===== src/cts_pkg.sv =====
// package: constants, register map and carrier types of the trap syndrome unit
package cts_pkg;

  // ************************************************************
  // register map (byte offsets on the 32-bit register bus)
  // ************************************************************
  localparam int AXI_AW = 8;
  localparam logic [7:0] OFS_HYP_CTRL = 8'h00;
  localparam logic [7:0] OFS_KMON_CTRL = 8'h04;
  localparam logic [7:0] OFS_SYNDROME = 8'h08;
  localparam logic [7:0] OFS_TRAP_STAT = 8'h0C;
  localparam logic [1:0] RESP_OKAY = 2'h0;
  localparam logic [1:0] RESP_SLVERR = 2'h2;
  localparam logic [15:0] HYP_CTRL_RST = 16'h0000;
  localparam logic [15:0] KMON_CTRL_RST = 16'h0000;

  // hypervisor trap control bits
  localparam int HB_TLB = 0;
  localparam int HB_CACHE = 1;
  localparam int HB_AUXCTL = 2;
  localparam int HB_ID = 3;
  localparam int HB_VM_READ = 4;
  localparam int HB_VM_WRITE = 5;
  localparam int HB_SYSREG = 6;
  localparam int HB_COMMS = 7;
  localparam int HB_PD_DBG = 8;
  localparam int HB_DBG = 9;
  localparam int HB_TRACE = 10;
  localparam int HB_ID0 = 11;
  localparam int HB_ID3 = 12;
  localparam int HB_DBG_ROM = 13;
  localparam int HB_FGT = 14;
  // kernel and monitor trap control bits
  localparam int KB_USER_TIMER_EN = 0;
  localparam int KB_USER_PERF_EN = 1;
  localparam int KB_USER_ACT_EN = 2;
  localparam int KB_COMMS = 3;
  localparam int KB_TRACE = 4;
  localparam int KB_WIDE_LS = 5;
  localparam int MB_COPROC_ACC = 8;
  localparam int MB_COMMS = 9;
  localparam int MB_PD_DBG = 10;
  localparam int MB_DBG = 11;
  localparam int MB_TRACE = 12;

  // ************************************************************
  // syndrome encoding
  // ************************************************************
  localparam logic [5:0] EC_MOVE_SYS = 6'h03;
  localparam logic [5:0] EC_MOVE_DBG = 6'h05;
  localparam logic [5:0] EC_FLOAT_ID = 6'h08;
  localparam logic [5:0] EC_PAIR_SYS = 6'h04;
  localparam logic [5:0] EC_PAIR_DBG = 6'h0C;
  localparam logic [3:0] CP_SYS = 4'hF;
  localparam logic [3:0] CP_DBG = 4'hE;
  localparam logic [3:0] CODE_A_ALWAYS = 4'hE;
  localparam logic [3:0] REG_PC = 4'hF;
  localparam logic [4:0] REG_ZR = 5'h1F;
  localparam logic [2:0] FLOAT_FIRST_OPCODE_FIELD = 3'h7;
  localparam int ISS_CV = 24;
  localparam int ISS_CODE_A = 20;
  localparam int ISS_OPC2 = 17;
  localparam int ISS_FIRST_OPCODE_FIELD = 14;
  localparam int ISS_CRN = 10;
  localparam int ISS_PAIR_FIRST_OPCODE_FIELD = 16;
  localparam int ISS_PAIR_RSV = 15;
  localparam int ISS_RT2 = 10;
  localparam int ISS_RT = 5;
  localparam int ISS_CRM = 1;
  localparam int ISS_DIR = 0;
  localparam logic [1:0] LVL_USER = 2'h0;
  localparam logic [1:0] LVL_KERNEL = 2'h1;
  localparam logic [1:0] LVL_HYP = 2'h2;
  localparam logic [1:0] LVL_MON = 2'h3;

  // ************************************************************
  // carrier types
  // ************************************************************
  typedef enum logic [1:0] {
    CTS_MOVE_ONE = 2'b00, CTS_MOVE_PAIR = 2'b01, CTS_FLOAT_READ = 2'b10, CTS_WIDE_LS = 2'b11
  } cts_kind_t;

  typedef enum logic [4:0] {
    GRP_PLAIN = 5'b00000, GRP_TIMER = 5'b00001, GRP_PERF = 5'b00010, GRP_ACTMON = 5'b00011,
    GRP_VMEM = 5'b00100, GRP_TLB = 5'b00101, GRP_CACHE = 5'b00110, GRP_AUXCTL = 5'b00111,
    GRP_ID = 5'b01000, GRP_SYSREG = 5'b01001, GRP_COPROC_ACC = 5'b01010,
    GRP_HYP_TRAP_REG = 5'b01011, GRP_COMMS_CHAN = 5'b01100, GRP_ID0 = 5'b01101,
    GRP_ID3 = 5'b01110, GRP_PD_DBG = 5'b01111, GRP_DBG = 5'b10000, GRP_TRACE = 5'b10001,
    GRP_DBG_ROM = 5'b10010, GRP_FGT_SEL = 5'b10011
  } cts_group_t;

  typedef enum logic [1:0] {
    VAR_STORE_STATUS = 2'b00, VAR_STORE_ACCUM = 2'b01, VAR_LOAD_STORE = 2'b10
  } cts_variant_t;

  typedef struct packed {
    logic valid;
    cts_kind_t kind;
    cts_group_t group;
    logic is_read;
    logic [3:0] coproc;
    logic [1:0] level;
    logic from_64;
    logic mixed_len;
    logic conditional;
    logic [3:0] code_a;
    logic [3:0] first_opcode_field;
    logic [2:0] opc2;
    logic [3:0] crn;
    logic [3:0] coproc_minor_reg;
    logic [3:0] rt;
    logic [3:0] rt2;
    cts_variant_t variant;
  } cts_req_t;

  typedef struct packed {
    logic [15:0] hyp_ctrl;
    logic [15:0] kmon_ctrl;
    logic aw_got;
    logic [AXI_AW-1:0] aw_addr;
    logic w_got;
    logic [31:0] wdata;
    logic [3:0] wstrb;
    logic bvalid;
    logic [1:0] bresp;
    logic rvalid;
    logic [1:0] rresp;
    logic [31:0] rdata;
    logic resp_valid;
    logic resp_trap;
    logic [1:0] resp_level;
    logic [5:0] ec;
    logic [24:0] syndrome_specific_field;
    logic [15:0] trap_count;
  } cts_state_t;

endpackage : cts_pkg


===== src/cts_trap_syndrome.sv =====
// module: trap routing and syndrome capture for coprocessor moves and wide accesses
`timescale 1ns/1ns

// How it works
// - direction bit 0 is one for reads, zero for writes to system registers
// - single moves to coprocessor 15 report class 0x03
// - single moves to coprocessor 14 report class 0x05
// - float reads of ID groups 0 and 3 trap to hypervisor, class 0x08
// - cleared user enables trap user timer, perf, activity accesses upward
// - hypervisor controls trap TLB, cache, auxiliary and ID accesses
// - monitor control traps access-control and hypervisor trap register accesses
// - comms channel accesses trap to kernel, plus hypervisor/monitor with fine traps
// - powerdown and other debug registers trap per level's own control
// - trace accesses via coprocessor 14 trap per kernel, hypervisor, monitor control
// - only reads of ID group 0 register trap under group 0 control
// - wide access syndrome is a distinct code per variant
// - condition valid is one for 64-bit and fixed-length sources
// - condition field is 0xE or the conditional instruction's code, and zero when condition valid is zero
// - mixed-length choice of condition reporting fixed by parameter
// - passing conditional may report 0xE or its own code, by parameter
// - pair transfers copy first opcode into bits 19:16, bit 15 zero
// - syndrome contents read as zero from reset until the first trap
// - fine-grained controls trap selected user single moves to hypervisor
// - virtual memory and per-register controls trap kernel accesses to hypervisor
// - debug ROM address accesses trap to hypervisor under its control
// - single moves copy minor register to bits 4:1, register to 9:5
// - register specifier 15 is reported as 0x1F
// - pair transfers report second register in bits 14:10
module cts_trap_syndrome
  import cts_pkg::*;
#(
  parameter bit FGT_IMPL = 1'b1,
  parameter bit MIXED_CV = 1'b1,
  parameter bit PASS_AS_UNCOND = 1'b0,
  parameter logic [5:0] EC_WIDE_LS = 6'h0A
) (
  input wire logic aclk,
  input wire logic aresetn,
  input wire logic [AXI_AW-1:0] s_axi_awaddr,
  input wire logic s_axi_awvalid,
  output logic s_axi_awready,
  input wire logic [31:0] s_axi_wdata,
  input wire logic [3:0] s_axi_wstrb,
  input wire logic s_axi_wvalid,
  output logic s_axi_wready,
  output logic [1:0] s_axi_bresp,
  output logic s_axi_bvalid,
  input wire logic s_axi_bready,
  input wire logic [AXI_AW-1:0] s_axi_araddr,
  input wire logic s_axi_arvalid,
  output logic s_axi_arready,
  output logic [31:0] s_axi_rdata,
  output logic [1:0] s_axi_rresp,
  output logic s_axi_rvalid,
  input wire logic s_axi_rready,
  input wire cts_req_t req,
  output logic resp_valid,
  output logic resp_trap,
  output logic [1:0] resp_level,
  output logic [5:0] resp_class,
  output logic [24:0] resp_syndrome
);
  cts_state_t state_reg;
  cts_state_t state_next;

  // ************************************************************
  // trap routing
  // ************************************************************
  logic [15:0] hc, kc;
  logic cp32, from_user, below_hyp, below_mon, fgt_on;
  logic kern_hit, hyp_hit, mon_hit;
  assign hc = state_reg.hyp_ctrl;
  assign kc = state_reg.kmon_ctrl;
  assign fgt_on = FGT_IMPL;
  // only 32-bit coprocessor-style transfers go through these controls
  assign cp32 = !req.from_64 && (req.kind != CTS_WIDE_LS);
  assign from_user = req.level == LVL_USER;
  assign below_hyp = req.level <= LVL_KERNEL;
  assign below_mon = req.level <= LVL_HYP;

  always_comb begin
    kern_hit = 1'b0;
    if (cp32 && from_user) begin
      unique case (req.group)
        GRP_TIMER: kern_hit = !kc[KB_USER_TIMER_EN];
        GRP_PERF: kern_hit = !kc[KB_USER_PERF_EN];
        GRP_ACTMON: kern_hit = !kc[KB_USER_ACT_EN];
        GRP_COMMS_CHAN: kern_hit = kc[KB_COMMS];
        GRP_TRACE: kern_hit = kc[KB_TRACE] && req.coproc == CP_DBG;
        default: kern_hit = 1'b0;
      endcase
    end
    if (req.kind == CTS_WIDE_LS && from_user) begin
      kern_hit = kc[KB_WIDE_LS];
    end
  end

  always_comb begin
    hyp_hit = 1'b0;
    if (cp32 && below_hyp) begin
      unique case (req.group)
        GRP_TLB: hyp_hit = hc[HB_TLB] && !from_user;
        GRP_CACHE: hyp_hit = hc[HB_CACHE];
        GRP_AUXCTL: hyp_hit = hc[HB_AUXCTL] && !from_user;
        GRP_ID: hyp_hit = hc[HB_ID];
        GRP_VMEM: hyp_hit = !from_user &&
          (req.is_read ? hc[HB_VM_READ] : hc[HB_VM_WRITE]);
        GRP_SYSREG: hyp_hit = hc[HB_SYSREG];
        GRP_COMMS_CHAN: hyp_hit = fgt_on && hc[HB_COMMS];
        GRP_PD_DBG: hyp_hit = hc[HB_PD_DBG];
        GRP_DBG: hyp_hit = hc[HB_DBG];
        GRP_TRACE: hyp_hit = hc[HB_TRACE] && req.coproc == CP_DBG;
        GRP_ID0: hyp_hit = hc[HB_ID0] && (req.kind == CTS_FLOAT_READ ||
          req.is_read);
        GRP_ID3: hyp_hit = hc[HB_ID3] && req.kind == CTS_FLOAT_READ;
        GRP_DBG_ROM: hyp_hit = hc[HB_DBG_ROM];
        GRP_FGT_SEL: hyp_hit = fgt_on && hc[HB_FGT] && from_user &&
          req.kind == CTS_MOVE_ONE;
        default: hyp_hit = 1'b0;
      endcase
    end
  end

  always_comb begin
    mon_hit = 1'b0;
    if (cp32 && below_mon) begin
      unique case (req.group)
        GRP_COPROC_ACC: mon_hit = kc[MB_COPROC_ACC] && !from_user;
        GRP_HYP_TRAP_REG: mon_hit = kc[MB_COPROC_ACC] && req.level == LVL_HYP;
        GRP_COMMS_CHAN: mon_hit = fgt_on && kc[MB_COMMS];
        GRP_PD_DBG: mon_hit = kc[MB_PD_DBG];
        GRP_DBG: mon_hit = kc[MB_DBG];
        GRP_TRACE: mon_hit = kc[MB_TRACE] && req.coproc == CP_DBG;
        default: mon_hit = 1'b0;
      endcase
    end
  end

  // ************************************************************
  // syndrome assembly
  // ************************************************************
  function automatic logic [4:0] reg_view(input logic [3:0] r);
    reg_view = (r == REG_PC) ? REG_ZR : {1'b0, r};
  endfunction : reg_view

  logic cv_bit;
  logic [3:0] code_a_val;
  logic [5:0] ec_val;
  logic [24:0] iss_val;

  always_comb begin
    cv_bit = 1'b1;
    code_a_val = CODE_A_ALWAYS;
    if (!req.from_64) begin
      if (req.mixed_len && !MIXED_CV) begin
        // condition lives in the saved state for mixed-length code
        cv_bit = 1'b0;
        code_a_val = 4'h0;
      end else if (req.conditional && !PASS_AS_UNCOND) begin
        code_a_val = req.code_a;
      end
    end
  end

  always_comb begin
    ec_val = EC_MOVE_SYS;
    iss_val = 25'h0000000;
    iss_val[ISS_CV] = cv_bit;
    iss_val[ISS_CODE_A +: 4] = code_a_val;
    iss_val[ISS_DIR] = req.is_read;
    unique case (req.kind)
      CTS_MOVE_ONE: begin
        ec_val = (req.coproc == CP_DBG) ? EC_MOVE_DBG : EC_MOVE_SYS;
        iss_val[ISS_OPC2 +: 3] = req.opc2;
        iss_val[ISS_FIRST_OPCODE_FIELD +: 3] = req.first_opcode_field[2:0];
        iss_val[ISS_CRN +: 4] = req.crn;
        iss_val[ISS_RT +: 5] = reg_view(req.rt);
        iss_val[ISS_CRM +: 4] = req.coproc_minor_reg;
      end
      CTS_MOVE_PAIR: begin
        ec_val = (req.coproc == CP_DBG) ? EC_PAIR_DBG : EC_PAIR_SYS;
        iss_val[ISS_PAIR_FIRST_OPCODE_FIELD +: 4] = req.first_opcode_field;
        iss_val[ISS_PAIR_RSV] = 1'b0;
        iss_val[ISS_RT2 +: 5] = reg_view(req.rt2);
        iss_val[ISS_RT +: 5] = reg_view(req.rt);
        iss_val[ISS_CRM +: 4] = req.coproc_minor_reg;
      end
      CTS_FLOAT_READ: begin
        // float register reads carry fixed opcode fields and read direction
        ec_val = EC_FLOAT_ID;
        iss_val[ISS_OPC2 +: 3] = 3'h0;
        iss_val[ISS_FIRST_OPCODE_FIELD +: 3] = FLOAT_FIRST_OPCODE_FIELD;
        iss_val[ISS_CRN +: 4] = req.crn;
        iss_val[ISS_RT +: 5] = reg_view(req.rt);
        iss_val[ISS_CRM +: 4] = 4'h0;
        iss_val[ISS_DIR] = 1'b1;
      end
      CTS_WIDE_LS: begin
        ec_val = EC_WIDE_LS;
        iss_val = {23'h000000, req.variant};
      end
    endcase
  end

  // ************************************************************
  // next state: register bus and capture
  // ************************************************************
  always_comb begin
    logic do_write, rd_ok, wr_ok;
    logic [31:0] rd;
    do_write = 1'b0;
    rd = 32'h00000000;
    rd_ok = 1'b1;
    wr_ok = 1'b1;
    state_next = state_reg;
    // write channels are taken in either order and held until the response
    if (s_axi_awvalid && s_axi_awready) begin
      state_next.aw_got = 1'b1;
      state_next.aw_addr = s_axi_awaddr;
    end
    if (s_axi_wvalid && s_axi_wready) begin
      state_next.w_got = 1'b1;
      state_next.wdata = s_axi_wdata;
      state_next.wstrb = s_axi_wstrb;
    end
    if (state_reg.aw_got && state_reg.w_got && !state_reg.bvalid) begin
      do_write = 1'b1;
      state_next.aw_got = 1'b0;
      state_next.w_got = 1'b0;
      state_next.bvalid = 1'b1;
    end
    if (do_write) begin
      for (int b = 0; b < 2; b++) begin
        if (state_reg.wstrb[b]) begin
          if (state_reg.aw_addr == OFS_HYP_CTRL) begin
            state_next.hyp_ctrl[8*b +: 8] = state_reg.wdata[8*b +: 8];
          end else if (state_reg.aw_addr == OFS_KMON_CTRL) begin
            state_next.kmon_ctrl[8*b +: 8] = state_reg.wdata[8*b +: 8];
          end
        end
      end
      // status registers are read-only; writes to them are refused
      wr_ok = (state_reg.aw_addr == OFS_HYP_CTRL) || (state_reg.aw_addr == OFS_KMON_CTRL);
      state_next.bresp = wr_ok ? RESP_OKAY : RESP_SLVERR;
    end
    if (state_reg.bvalid && s_axi_bready) begin
      state_next.bvalid = 1'b0;
    end
    unique case (s_axi_araddr)
      OFS_HYP_CTRL: rd = {16'h0000, state_reg.hyp_ctrl};
      OFS_KMON_CTRL: rd = {16'h0000, state_reg.kmon_ctrl};
      OFS_SYNDROME: rd = {state_reg.ec, 1'b0, state_reg.syndrome_specific_field};
      OFS_TRAP_STAT: rd = {state_reg.trap_count, 14'h0000, state_reg.resp_level};
      default: rd_ok = 1'b0;
    endcase
    if (s_axi_arvalid && s_axi_arready) begin
      state_next.rvalid = 1'b1;
      state_next.rdata = rd;
      state_next.rresp = rd_ok ? RESP_OKAY : RESP_SLVERR;
    end else if (state_reg.rvalid && s_axi_rready) begin
      state_next.rvalid = 1'b0;
    end
    // one answer per request, one cycle later
    state_next.resp_valid = req.valid;
    state_next.resp_trap = req.valid && (kern_hit || hyp_hit || mon_hit);
    if (state_next.resp_trap) begin
      // lowest target level wins so the nearest handler sees it first
      state_next.resp_level = kern_hit ? LVL_KERNEL : (hyp_hit ? LVL_HYP : LVL_MON);
      state_next.ec = ec_val;
      state_next.syndrome_specific_field = iss_val;
      state_next.trap_count = state_reg.trap_count + 16'h0001;
    end
  end

  always_ff @(posedge aclk) begin
    if (!aresetn) begin
      state_reg <= '0;
      state_reg.hyp_ctrl <= HYP_CTRL_RST;
      state_reg.kmon_ctrl <= KMON_CTRL_RST;
    end else begin
      state_reg <= state_next;
    end
  end

  assign s_axi_awready = !state_reg.aw_got && !state_reg.bvalid;
  assign s_axi_wready = !state_reg.w_got && !state_reg.bvalid;
  assign s_axi_bvalid = state_reg.bvalid;
  assign s_axi_bresp = state_reg.bresp;
  assign s_axi_arready = !state_reg.rvalid;
  assign s_axi_rvalid = state_reg.rvalid;
  assign s_axi_rdata = state_reg.rdata;
  assign s_axi_rresp = state_reg.rresp;
  assign resp_valid = state_reg.resp_valid;
  assign resp_trap = state_reg.resp_trap;
  assign resp_level = state_reg.resp_level;
  // syndrome holds whatever the last trap left; zero from reset until the first
  assign resp_class = state_reg.ec;
  assign resp_syndrome = state_reg.syndrome_specific_field;
endmodule : cts_trap_syndrome


===== config.mk =====
export PLATFORM = sky130hd
export DESIGN_NAME = cts_trap_syndrome
export DESIGN_NICKNAME = d
export VERILOG_FILES = /design/src/cts_pkg.sv /design/src/cts_trap_syndrome.sv
export SDC_FILE = /design/constraint.sdc
export NUM_CORES = 1
export LEC_CHECK = 0
export BUFFER_PORTS_ARGS = -buffer_cell sky130_fd_sc_hd__clkbuf_2
export CAP_MARGIN = 20
export CORE_ASPECT_RATIO = 1.1
export CORE_MARGIN = 3
export CORE_UTILIZATION = 50
export DETAILED_ROUTE_END_ITERATION = 16
export PLACE_DENSITY = 0.81
export SLEW_MARGIN = 10
export SYNTH_ARGS = -nofsm -noshare
export SYNTH_HDL_FRONTEND = slang
export SYNTH_SLANG_ARGS = --single-unit

===== constraint.sdc =====
create_clock -name aclk -period 4.85 [get_ports aclk]
set_input_delay 0.7275 -clock aclk [delete_from_list [all_inputs] [get_ports aclk]]
set_output_delay 0.7275 -clock aclk [all_outputs]
set_load 0.02 [all_outputs]

======== After elaboration in Yosys (flattened, before gate mapping) ========
Index checks and enable logic that the tools add are counted.
cells by class
  add/subtract/negate cells ............... 1
  multipliers ............................. 0
  divide/modulo/power cells ............... 0
  order comparisons ....................... 2
  equality and inequality tests ........... 31
  shifts and indexed selects .............. 0
  mux-type cells .......................... 27
  bitwise gates (word level) .............. 2
  reductions and logical operators ........ 52
operators with widths
  cell                   count
  $pmux 32 s4            1
  $pmux 19 s4            1
  $eq 5x4->1 const B     8
  $logic_and 1x1->1      27
  $pmux 6 s4             1
  $eq 5x3->1 const B     4
  $eq 5x5->1 const B     4
  $add 16x1->16 const B  1
  $eq 8x3->1 const B     2
  $eq 8x4->1 const B     2
  $logic_not 8->1        2
  $mux 5                 3
  $pmux 1 s14            1
  $eq 4x4->1 const B     3
  $mux 4                 3
  $eq 5x2->1 const B     2
  $mux 1                 10
  $logic_not 1->1        9
  $reduce_and 4->1       2
  $eq 2x2->1 const B     3
  $mux 2                 3
  $pmux 1 s6             1
  $reduce_and 3->1       2
  $eq 5x1->1 const B     1
  13 further kinds       19
word-level totals
  register bits ........................... 149
  latch bits .............................. 0
  bits in writable memories ............... 0
  bits in read-only memories .............. 0
  input bits .............................. 106
  logic and storage cells ................. 135
  memories kept ........................... 0

======== Longest topological paths before layout ========
Gate-level depths: netlist of run 1.
  depth after elaboration ................. 8
  gate-level depth with buffers ........... 10
  depth with buffers taken out ............ 6

======== Worst setup path after synthesis of run 1 ========
OpenSTA, ideal clock, no wires.
  kind .................................... in2reg
  start point ............................. input port req[39] (netlist bit)
  end point ............................... register state_reg, in the netlist resp_class[0]
  setup time .............................. 72 ps
  data arrival time ....................... 2,444 ps
  data required time ...................... 4,778 ps
  path slack .............................. 2,334 ps
  cell stages on the path ................. 10
  buffers on the path ..................... 4
  cells stage by stage .................... buf_6 > mux2_1 > a32oi_1 > o211ai_1 > o31a_1 > buf_6 > nor3_2 > buf_6 > buf_12 > mux2i_1
between the ends
  cells in the longest elaborated chain, start to end .. 7
  elaborated cells on any way between the ends .. 29
  classes of those cells .................. eq/ne: 19; mux: 7; reduce/logical: 3
RTL lines
  element                             RTL line                                                                     RTL
  start, declared                     cts_trap_syndrome.sv:56                                                      input wire cts_req_t req,
  $eq 5x5->1 (tied with other cells)  cts_trap_syndrome.sv:84, cts_trap_syndrome.sv:101, cts_trap_syndrome.sv:127
  $pmux 1 s5                          cts_trap_syndrome.sv:84                                                      unique case (req.group)
  $mux 1                              cts_trap_syndrome.sv:83                                                      if (cp32 && from_user) begin
  $mux 1                              cts_trap_syndrome.sv:93                                                      if (req.kind == CTS_WIDE_LS && from_user) begin
  $logic_or 1x1->1                    cts_trap_syndrome.sv:265                                                     state_next.resp_trap = req.valid && (kern_hit || hyp_hit || mon_hit);
  $logic_or 1x1->1 *                  cts_trap_syndrome.sv:265
  $logic_and 1x1->1 *                 cts_trap_syndrome.sv:265
  end signal, assigned                cts_trap_syndrome.sv:281                                                     state_reg <= state_next;
  end, declared                       cts_trap_syndrome.sv:63                                                      cts_state_t state_reg;
Every way passes the cells marked *; elsewhere a longest branch is shown, timed or not.
A chain may end at the register's enable or synchronous reset.

======== Worst setup path after layout of run 1 ========
  start point ............................. input port req[44] (netlist bit)
  end point ............................... register state_reg, in the netlist resp_class[0]
between the ends
  cells in the longest elaborated chain, start to end .. 8
  elaborated cells on any way between the ends .. 23
  classes of those cells .................. eq/ne: 4; mux: 6; reduce/logical: 13
RTL lines
  element                                                       RTL line
  $eq 2x2->1 / $ne 2x2->1 (equally long branches)               -
  $logic_or 1x1->1 / $logic_and 1x1->1 (equally long branches)  cts_trap_syndrome.sv:113, cts_trap_syndrome.sv:76
  $logic_and 1x1->1 (on tied branches)                          cts_trap_syndrome.sv:113, cts_trap_syndrome.sv:83
  $pmux 1 s14 / $mux 1 (equally long branches)                  cts_trap_syndrome.sv:101, cts_trap_syndrome.sv:83
  $mux 1 (on tied branches)                                     cts_trap_syndrome.sv:100, cts_trap_syndrome.sv:93
  $logic_or 1x1->1 (2 in a row)                                 cts_trap_syndrome.sv:265
  $logic_and 1x1->1                                             cts_trap_syndrome.sv:265
Several ways; a longest one is shown, not always the timed one. The select of a mux whose other input is x is not followed.

==> results of run 1 <==
Yosys cell counts, drive strengths merged (2+ instances only):
| cell | number | area, um2 |
|---|---|---|
| nand2 | 201 | 754.5 |
| dfxtp | 145 | 2903 |
| buf | 85 | 650.6 |
| a21boi | 65 | 488.0 |
| mux2i | 63 | 630.6 |
| clkbuf | 49 | 183.9 |
| nor2b | 40 | 250.2 |
| nand3 | 35 | 180.2 |
| o21ai | 32 | 160.1 |
| a21oi | 23 | 115.1 |
| nor3 | 23 | 125.1 |
| nor2 | 19 | 73.82 |
| a22oi | 17 | 127.6 |
| and2 | 13 | 82.58 |
| nand2b | 13 | 81.33 |
| nand4 | 11 | 68.82 |
| o211ai | 11 | 82.58 |
| inv | 9 | 33.78 |
| o31ai | 9 | 67.56 |
| o211a | 8 | 80.08 |
| and3 | 6 | 37.54 |
| mux2 | 6 | 67.56 |
| nor3b | 6 | 55.05 |
| a31oi | 5 | 37.53 |
| o221ai | 5 | 43.79 |
| o311ai | 4 | 35.04 |
| or3 | 4 | 25.02 |
| a32oi | 3 | 26.28 |
| and3b | 3 | 26.28 |
| and4 | 3 | 26.28 |
| or4 | 3 | 22.52 |
| mux4 | 2 | 45.04 |
| nand3b | 2 | 15.01 |
| o22ai | 2 | 12.51 |
| or2 | 2 | 12.52 |
cell type report:
type                            count  share of cell area
Sequential cell                   145              0.3344
Clock buffer                       24             0.05664
Timing Repair Buffer              162             0.09628
Clock inverter                      8             0.01167
Tap cell                          196             0.02825
Inverter                            9            0.003892
Multi-Input combinational cell    661              0.4689
critical path: stages:
cell and delay [ps]:
sky130_fd_sc_hd__clkbuf_2 430, sky130_fd_sc_hd__a21oi_1 250, sky130_fd_sc_hd__nand3_1 240, sky130_fd_sc_hd__nor3b_2 130, sky130_fd_sc_hd__or2_1 440, sky130_fd_sc_hd__nor3_4 960
sky130_fd_sc_hd__mux2i_1 290
metrics by stage:
| step | cells | instance area (um2) | hold slack (ps) |
|---|---|---|---|
| 2_1_floorplan | 949 | 7835 | 430.1 |
| 3_3_place_gp | 1173 | 8088 | 447.0 |
| 3_5_place_dp | 1173 | 8088 | 452.6 |
| 4_1_cts | 1205 | 8681 | 461.1 |
| 5_1_grt | 1205 | 8681 | 484.1 |
| 6_report | 1205 | 8681 | 458.4 |
path summary, 6_finish.rpt:
kind / from / to / slack, ps / cells past startpoint
hold / removal: state_reg[126] / state_reg[126] / 460 / 2
hold reg to reg: state_reg[126] / state_reg[126] / 460 / 2
setup reg to reg: kc[0] / resp_class[0] / 2010 / 6
setup / recovery: req[44] / resp_class[0] / 1720 / 7
cells by family after synthesis:
group,synth area share
compound gates,0.1777
fa+ha+maj,0.001599
flops,0.3710
buf+inv,0.1110
other cells,0.0004793
simple gates,0.2432
mux,0.09499
power by group through the flow:
stage | registers (uW) | clock network (uW) | logic (uW)
after floorplan | 1250 | 0 | 148
final | 1230 | 1320 | 216
after detailed placement | 1260 | 0 | 214
after global placement | 1260 | 0 | 212
after global routing | 1230 | 1380 | 238
after CTS | 1230 | 1330 | 216
cells in the final DEF (no fill, tap or decap), types with 5 or more instances in the layout:
cell,n
sky130_fd_sc_hd__a21boi_0,52
sky130_fd_sc_hd__a21boi_1,13
sky130_fd_sc_hd__a21oi_1,23
sky130_fd_sc_hd__a22oi_1,17
sky130_fd_sc_hd__and2_1,12
sky130_fd_sc_hd__and3_1,6
sky130_fd_sc_hd__clkbuf_16,17
sky130_fd_sc_hd__clkbuf_2,157
sky130_fd_sc_hd__dfxtp_1,145
sky130_fd_sc_hd__inv_1,8
sky130_fd_sc_hd__mux2i_1,63
sky130_fd_sc_hd__nand2_1,201
sky130_fd_sc_hd__nand2b_1,13
sky130_fd_sc_hd__nand3_1,34
sky130_fd_sc_hd__nand4_1,11
sky130_fd_sc_hd__nor2_1,18
sky130_fd_sc_hd__nor2b_1,40
sky130_fd_sc_hd__nor3_1,21
sky130_fd_sc_hd__o211a_1,8
sky130_fd_sc_hd__o211ai_1,11
sky130_fd_sc_hd__o21ai_0,29
sky130_fd_sc_hd__o221ai_1,5
sky130_fd_sc_hd__o31ai_1,9
layer usage:
layer  vias to the layer above  part of all wire  track usage  routed length (um)
li1                       3330                 -            -                   -
met1                      3193              0.41       0.3018                8771
met2                       327              0.48       0.4124               10290
met3                        48             0.079      0.06126                1690
met4                         0             0.033       0.1151                 698
met5                         -                 0            0                   0
==> flow_results.xml, run 1 <==
<?xml version="1.0" encoding="UTF-8"?>
<metrics>
  <group name="cells_and_area">
    <metric name="area.sequential" unit="mm2">0.002903</metric>
    <metric name="postLayoutCoreUtil" unit="">0.5722</metric>
    <metric name="multi_input_comb_area" unit="mm2">0.004070</metric>
    <metric name="num-nets-final" unit="">1103</metric>
    <metric name="layout.filler_cells" unit="">1397</metric>
    <metric name="drive_gt1_frac" unit="">0.2081</metric>
    <metric name="largest_reg_flops" unit="">44</metric>
    <metric name="antenna-diode-count" unit="">0</metric>
    <metric name="area_growth_syn_to_layout" unit="%">10.95</metric>
  </group>
  <group name="route">
    <metric name="routedWlPerCell" unit="um">17.80</metric>
    <metric name="route.detailed.vias_per_inst" unit="">5.724</metric>
    <metric name="drtPass1Iterations" unit="">9</metric>
    <metric name="antenna_violating_nets_post_route" unit="">0</metric>
    <metric name="detail_route.drc_violations" unit="">0</metric>
    <metric name="dr_total_vias" unit="">6898</metric>
    <metric name="detail_route.wirelength" unit="um">21450</metric>
    <metric name="drt_first_iter_violations" unit="">712</metric>
  </group>
  <group name="synth">
    <metric name="async_reset_ff_frac" unit="">0</metric>
    <metric name="ys.warnings.count" unit="">0</metric>
    <metric name="mean_cell_area_of_the_mapped_netlist" unit="um2">8.270</metric>
    <metric name="synthDistinctLibCells" unit="">70</metric>
    <metric name="synth_cells" unit="">946</metric>
    <metric name="synth-seq-area-share" unit="">0.3710</metric>
    <metric name="synth-edff-count" unit="">0</metric>
    <metric name="yosys_register_bits" unit="">145</metric>
    <metric name="most_used_dff_post_synth" unit="">sky130_fd_sc_hd__dfxtp_1</metric>
    <metric name="synthesized_area" unit="mm2">0.007824</metric>
  </group>
  <group name="power">
    <metric name="p_sw_frac" unit="">0.2387</metric>
    <metric name="powerDensity" unit="mW/mm2">318.5</metric>
    <metric name="power.share.clock" unit="">0.476</metric>
    <metric name="power.switching" unit="uW">660.0</metric>
    <metric name="cell_internal_pwr" unit="uW">2105</metric>
    <metric name="vdd_drop_max" unit="mV">0.2562</metric>
    <metric name="pwr-share-seq" unit="">0.445</metric>
    <metric name="power.share.combinational" unit="">0.078</metric>
    <metric name="totalPowerFinal" unit="uW">2765</metric>
    <metric name="cellLeakagePower" unit="uW">0.003539</metric>
  </group>
  <group name="clock_tree">
    <metric name="cts_setup_buffers" unit="">0</metric>
    <metric name="tritoncts_clock_tree" unit="">yes</metric>
    <metric name="ctsHtreeMaxLevel" unit="">4</metric>
    <metric name="post_cts.resized_instances" unit="">0</metric>
    <metric name="cts.sinks" unit="">145</metric>
    <metric name="cts-buffers-inserted" unit="">17</metric>
    <metric name="holdBufCountCts" unit="">0</metric>
    <metric name="clock_tree.buffer_depth" unit="">2</metric>
    <metric name="clk_root_buffer_cell" unit="">sky130_fd_sc_hd__clkbuf_16</metric>
    <metric name="clkTransAtPathRegs" unit="ps">60</metric>
    <metric name="clock_insertion_delay_worst_skew" unit="ps">430</metric>
  </group>
  <group name="sta">
    <metric name="max_slew.worst_pin.slew" unit="ps">1097</metric>
    <metric name="finalHoldViolCount" unit="">0</metric>
    <metric name="max_freq" unit="GHz">0.3195</metric>
    <metric name="max_slew_margin" unit="">0.2662</metric>
    <metric name="finClkSkew" unit="ps">10.22</metric>
    <metric name="unrepaired_setup_endpoints_after_global_routing" unit="">false</metric>
    <metric name="period_minus_ws_final" unit="ps">3130</metric>
    <metric name="layout_worst_path_cycle_share" unit="">0.6454</metric>
    <metric name="tns" unit="ps">0</metric>
    <metric name="post-route-worst-setup-slack" unit="ps">1720</metric>
    <metric name="max_slew_violation_count" unit="">0</metric>
    <metric name="report.final.setup_viol" unit="">0</metric>
  </group>
  <group name="global_route">
    <metric name="overflow" unit="">0</metric>
    <metric name="initial_antenna_violation_count" unit="">0</metric>
    <metric name="pin_count_of_the_biggest_net_entering_global_routing" unit="">133</metric>
    <metric name="grt_use_total" unit="">0.2468</metric>
    <metric name="first_global_vias" unit="">6451</metric>
    <metric name="wire_length_of_the_first_global_routing_pass" unit="um">33830</metric>
  </group>
  <group name="floorplanning">
    <metric name="io-pin-count" unit="">182</metric>
    <metric name="die_area" unit="mm2">0.01719</metric>
    <metric name="floorplan.die.width" unit="um">125.3</metric>
    <metric name="floorplan.initialDensity" unit="">0.5157</metric>
    <metric name="floorplan.rows" unit="">47</metric>
    <metric name="die_h" unit="um">137.2</metric>
    <metric name="core" unit="mm2">0.01517</metric>
  </group>
  <group name="critical_path">
    <metric name="worst_setup_path_end_kind" unit="">register</metric>
    <metric name="critPathArrivalTime" unit="ps">3480</metric>
    <metric name="crit_type" unit="">in -&gt; reg</metric>
    <metric name="critical_path.startpoint_type" unit="">primary input</metric>
    <metric name="critPathRequiredTime" unit="ps">5200</metric>
    <metric name="critical_path.max_fanout" unit="">20</metric>
  </group>
  <group name="placed_design">
    <metric name="gp_routability_congestion" unit="">0.9307</metric>
    <metric name="port-buffer-count" unit="">158</metric>
    <metric name="detailedPlacementHpwl" unit="um">15370</metric>
    <metric name="place_worst_setup_slack" unit="ps">1333</metric>
  </group>
  <group name="worst_hold_path">
    <metric name="min-delay-path-class" unit="">reg -&gt; reg</metric>
  </group>
  <group name="outcome">
    <metric name="status" unit="">complete, no violations</metric>
  </group>
  <group name="flow_run">
    <metric name="timing.max_cap.violations" unit="">0</metric>
  </group>
</metrics>
Note: power is estimated with default switching activity, not from simulation.
==> inputs of run 2 (changes only) <==
==> constraint.sdc (replaced) <==
create_clock -name aclk -period 2.9 [get_ports aclk]
set_input_delay 0.435 -clock aclk [delete_from_list [all_inputs] [get_ports aclk]]
set_output_delay 0.435 -clock aclk [all_outputs]
set_load 0.02 [all_outputs]
==> run 2 against run 1 <==
  * Hold slack lost 220 ps
  * Sequential power is 67% higher
  * Combinational power increased by 72%
==> flow_results.xml, run 2 (synthesized netlist as in run 1, its figures left out) <==
<?xml version="1.0" encoding="UTF-8"?>
<metrics>
  <group name="outcome">
    <metric name="status" unit="">complete, no violations</metric>
  </group>
  <group name="clock_tree">
    <metric name="ctsHtreeMaxLevel" unit="">4</metric>
    <metric name="holdBufCountCts" unit="">0</metric>
    <metric name="clock_tree.buffer_depth" unit="">2</metric>
    <metric name="cts.sinks" unit="">145</metric>
    <metric name="post_cts.resized_instances" unit="">0</metric>
    <metric name="tritoncts_clock_tree" unit="">yes</metric>
    <metric name="cts-buffers-inserted" unit="">17</metric>
    <metric name="cts_setup_buffers" unit="">0</metric>
    <metric name="clkTransAtPathRegs" unit="ps">60</metric>
    <metric name="clock_insertion_delay_worst_skew" unit="ps">420</metric>
    <metric name="clk_root_buffer_cell" unit="">sky130_fd_sc_hd__clkbuf_16</metric>
  </group>
  <group name="power">
    <metric name="power.share.combinational" unit="">0.083</metric>
    <metric name="cellLeakagePower" unit="uW">0.003633</metric>
    <metric name="power.share.clock" unit="">0.454</metric>
    <metric name="cell_internal_pwr" unit="uW">3357</metric>
    <metric name="vdd_drop_max" unit="mV">0.3557</metric>
    <metric name="pwr-share-seq" unit="">0.462</metric>
    <metric name="powerDensity" unit="mW/mm2">505.4</metric>
    <metric name="power.switching" unit="uW">1096</metric>
    <metric name="p_sw_frac" unit="">0.2462</metric>
  </group>
  <group name="placed_design">
    <metric name="port-buffer-count" unit="">158</metric>
    <metric name="dpl_cell_area" unit="mm2">0.008273</metric>
    <metric name="detailedPlacementHpwl" unit="um">16110</metric>
    <metric name="numPlacedInstances" unit="">1196</metric>
    <metric name="gp_routability_congestion" unit="">0.9562</metric>
  </group>
  <group name="worst_hold_path">
    <metric name="worst_hold_startpoint" unit="">s_axi_awaddr[1]</metric>
    <metric name="hold-path-cell-count" unit="">3</metric>
    <metric name="capture_endpoint_of_the_worst_hold_path" unit="">state_reg[127]</metric>
    <metric name="min-delay-path-class" unit="">in -&gt; reg</metric>
  </group>
  <group name="critical_path">
    <metric name="worst_path_max_delay_cell" unit="">sky130_fd_sc_hd__o31a_1</metric>
    <metric name="depth_of_the_worst_register_to_register_path" unit="">7</metric>
    <metric name="r2r_setup_slack" unit="ps">700</metric>
    <metric name="critical_path.top_delay_family" unit="">compound AO/OA/AOI/OAI gates</metric>
    <metric name="rr_endpoint" unit="">resp_syndrome[18]</metric>
    <metric name="critPathArrivalTime" unit="ps">2550</metric>
    <metric name="cp_slowest_stage_delay" unit="ps">460</metric>
    <metric name="critical_path.max_fanout" unit="">17</metric>
    <metric name="critPathRequiredTime" unit="ps">3250</metric>
    <metric name="crit_type" unit="">reg -&gt; reg</metric>
    <metric name="worstReg2RegStart" unit="">hc[6]</metric>
    <metric name="critical_path.startpoint_type" unit="">register</metric>
    <metric name="crit_chain" unit="">mux2_1, a32oi_1, o211ai_1, o31a_1, nor3_4, buf_12, mux2i_1</metric>
    <metric name="buffering_stage_count_on_the_worst_path_with_inverters_included" unit="">1</metric>
    <metric name="worst_setup_path_end_kind" unit="">register</metric>
  </group>
  <group name="route">
    <metric name="dr_total_vias" unit="">6916</metric>
    <metric name="routedWlPerCell" unit="um">17.61</metric>
    <metric name="detail_route.drc_violations" unit="">0</metric>
    <metric name="drtPass1Iterations" unit="">6</metric>
    <metric name="detail_route.wirelength" unit="um">21610</metric>
    <metric name="route.detailed.vias_per_inst" unit="">5.637</metric>
    <metric name="antenna_violating_nets_post_route" unit="">0</metric>
    <metric name="drt_first_iter_violations" unit="">607</metric>
  </group>
  <group name="sta">
    <metric name="max_slew_violation_count" unit="">0</metric>
    <metric name="layout_worst_path_cycle_share" unit="">0.7585</metric>
    <metric name="finalHoldViolCount" unit="">0</metric>
    <metric name="unrepaired_setup_endpoints_after_global_routing" unit="">false</metric>
    <metric name="max_freq" unit="GHz">0.4546</metric>
    <metric name="tns" unit="ps">0</metric>
    <metric name="max_slew_margin" unit="">0.2782</metric>
    <metric name="period_minus_ws_final" unit="ps">2200</metric>
    <metric name="fin_hold_ws" unit="ps">235.4</metric>
    <metric name="report.final.setup_viol" unit="">0</metric>
    <metric name="max_slew.worst_pin.slew" unit="ps">1081</metric>
    <metric name="finClkSkew" unit="ps">7.315</metric>
  </group>
  <group name="cells_and_area">
    <metric name="final-instance-count-excl-fill" unit="">1227</metric>
    <metric name="final_area" unit="mm2">0.008811</metric>
    <metric name="drive_gt1_frac" unit="">0.2260</metric>
    <metric name="num-nets-final" unit="">1126</metric>
    <metric name="most-common-layout-cells" unit="">201 x sky130_fd_sc_hd__nand2_1, 157 x sky130_fd_sc_hd__clkbuf_2, 145 x sky130_fd_sc_hd__dfxtp_1</metric>
    <metric name="antenna-diode-count" unit="">0</metric>
    <metric name="postLayoutCoreUtil" unit="">0.5807</metric>
    <metric name="most_frequent_standard_cell_in_the_layout_excluding_fill_and_tap_cells" unit="">sky130_fd_sc_hd__nand2_1</metric>
    <metric name="area_growth_syn_to_layout" unit="%">12.62</metric>
    <metric name="largest_reg_flops" unit="">44</metric>
  </group>
  <group name="flow_run">
    <metric name="timing.max_cap.violations" unit="">0</metric>
  </group>
  <group name="floorplanning">
    <metric name="floorplan.initialDensity" unit="">0.5157</metric>
    <metric name="io-pin-count" unit="">182</metric>
    <metric name="core" unit="mm2">0.01517</metric>
    <metric name="floorplan.rows" unit="">47</metric>
    <metric name="die_area" unit="mm2">0.01719</metric>
    <metric name="die_h" unit="um">137.2</metric>
    <metric name="floorplan.die.width" unit="um">125.3</metric>
  </group>
  <group name="global_route">
    <metric name="overflow" unit="">0</metric>
    <metric name="wire_length_of_the_first_global_routing_pass" unit="um">34570</metric>
    <metric name="grt_use_total" unit="">0.2519</metric>
    <metric name="pin_count_of_the_biggest_net_entering_global_routing" unit="">62</metric>
    <metric name="initial_antenna_violation_count" unit="">0</metric>
    <metric name="first_global_vias" unit="">6510</metric>
  </group>
</metrics>
==> run 2: cell count changes in the layout (fill, tap and decap cells not counted), sizes merged <==
cell and delta:
clkinv +5, buf +23, inv -1, bufinv -1, clkbuf -4
==> run 2: final cells by class <==
class | count | area (um2)
Tap cell | 196 | 245.2
Clock buffer | 20 | 446.7
Sequential cell | 145 | 2903
Fill cell | 1419 | 6361
Clock inverter | 11 | 91.34
Multi-Input combinational cell | 661 | 4070
Inverter | 9 | 33.78
Timing Repair Buffer | 185 | 1021
==> run 2: how the worst max path moves through the flow <==
stage / slack, ps / cells after the start / to / from
after floorplan: 680 / 10 / resp_class[0] / req[39]
after global routing: 530 / 5 / kc[13] / state_reg[133]
after CTS: 700 / 5 / kc[2] / state_reg[133]
final: 700 / 7 / resp_syndrome[18] / hc[6]
after global placement: 440 / 8 / resp_syndrome[14] / req[39]
after detailed placement: 380 / 8 / resp_syndrome[18] / req[39]
==> run 2: worst min-delay path, stage by stage <==
cell	delay (ps)
sky130_fd_sc_hd__clkbuf_2	80
sky130_fd_sc_hd__nand2_1	40
sky130_fd_sc_hd__a21boi_0	60
==> run 2: layer usage <==
metal | up-vias | share of wire | track usage
met5 | - | 0 | 0
met1 | 3199 | 0.42 | 0.3104
li1 | 3369 | - | -
met2 | 294 | 0.48 | 0.4250
met3 | 54 | 0.071 | 0.06282
met4 | 0 | 0.032 | 0.1030
==> run 2: metrics by stage <==
stage	setup WS [ps]	total power [uW]
4_1_cts	701.1	4471
5_1_grt	527.1	4606
6_report	700.4	4453
2_1_floorplan	676.8	2339
3_3_place_gp	437.1	2464
3_5_place_dp	378.7	2469
==> run 2: power groups by stage <==
stage               sequential (uW)  combinational, uW  clock (uW)
floorplan                      2090                248           0
global placement               2100                363           0
detailed placement             2100                368           0
CTS                            2060                369        2040
global route                   2060                412        2130
finish                         2060                372        2020
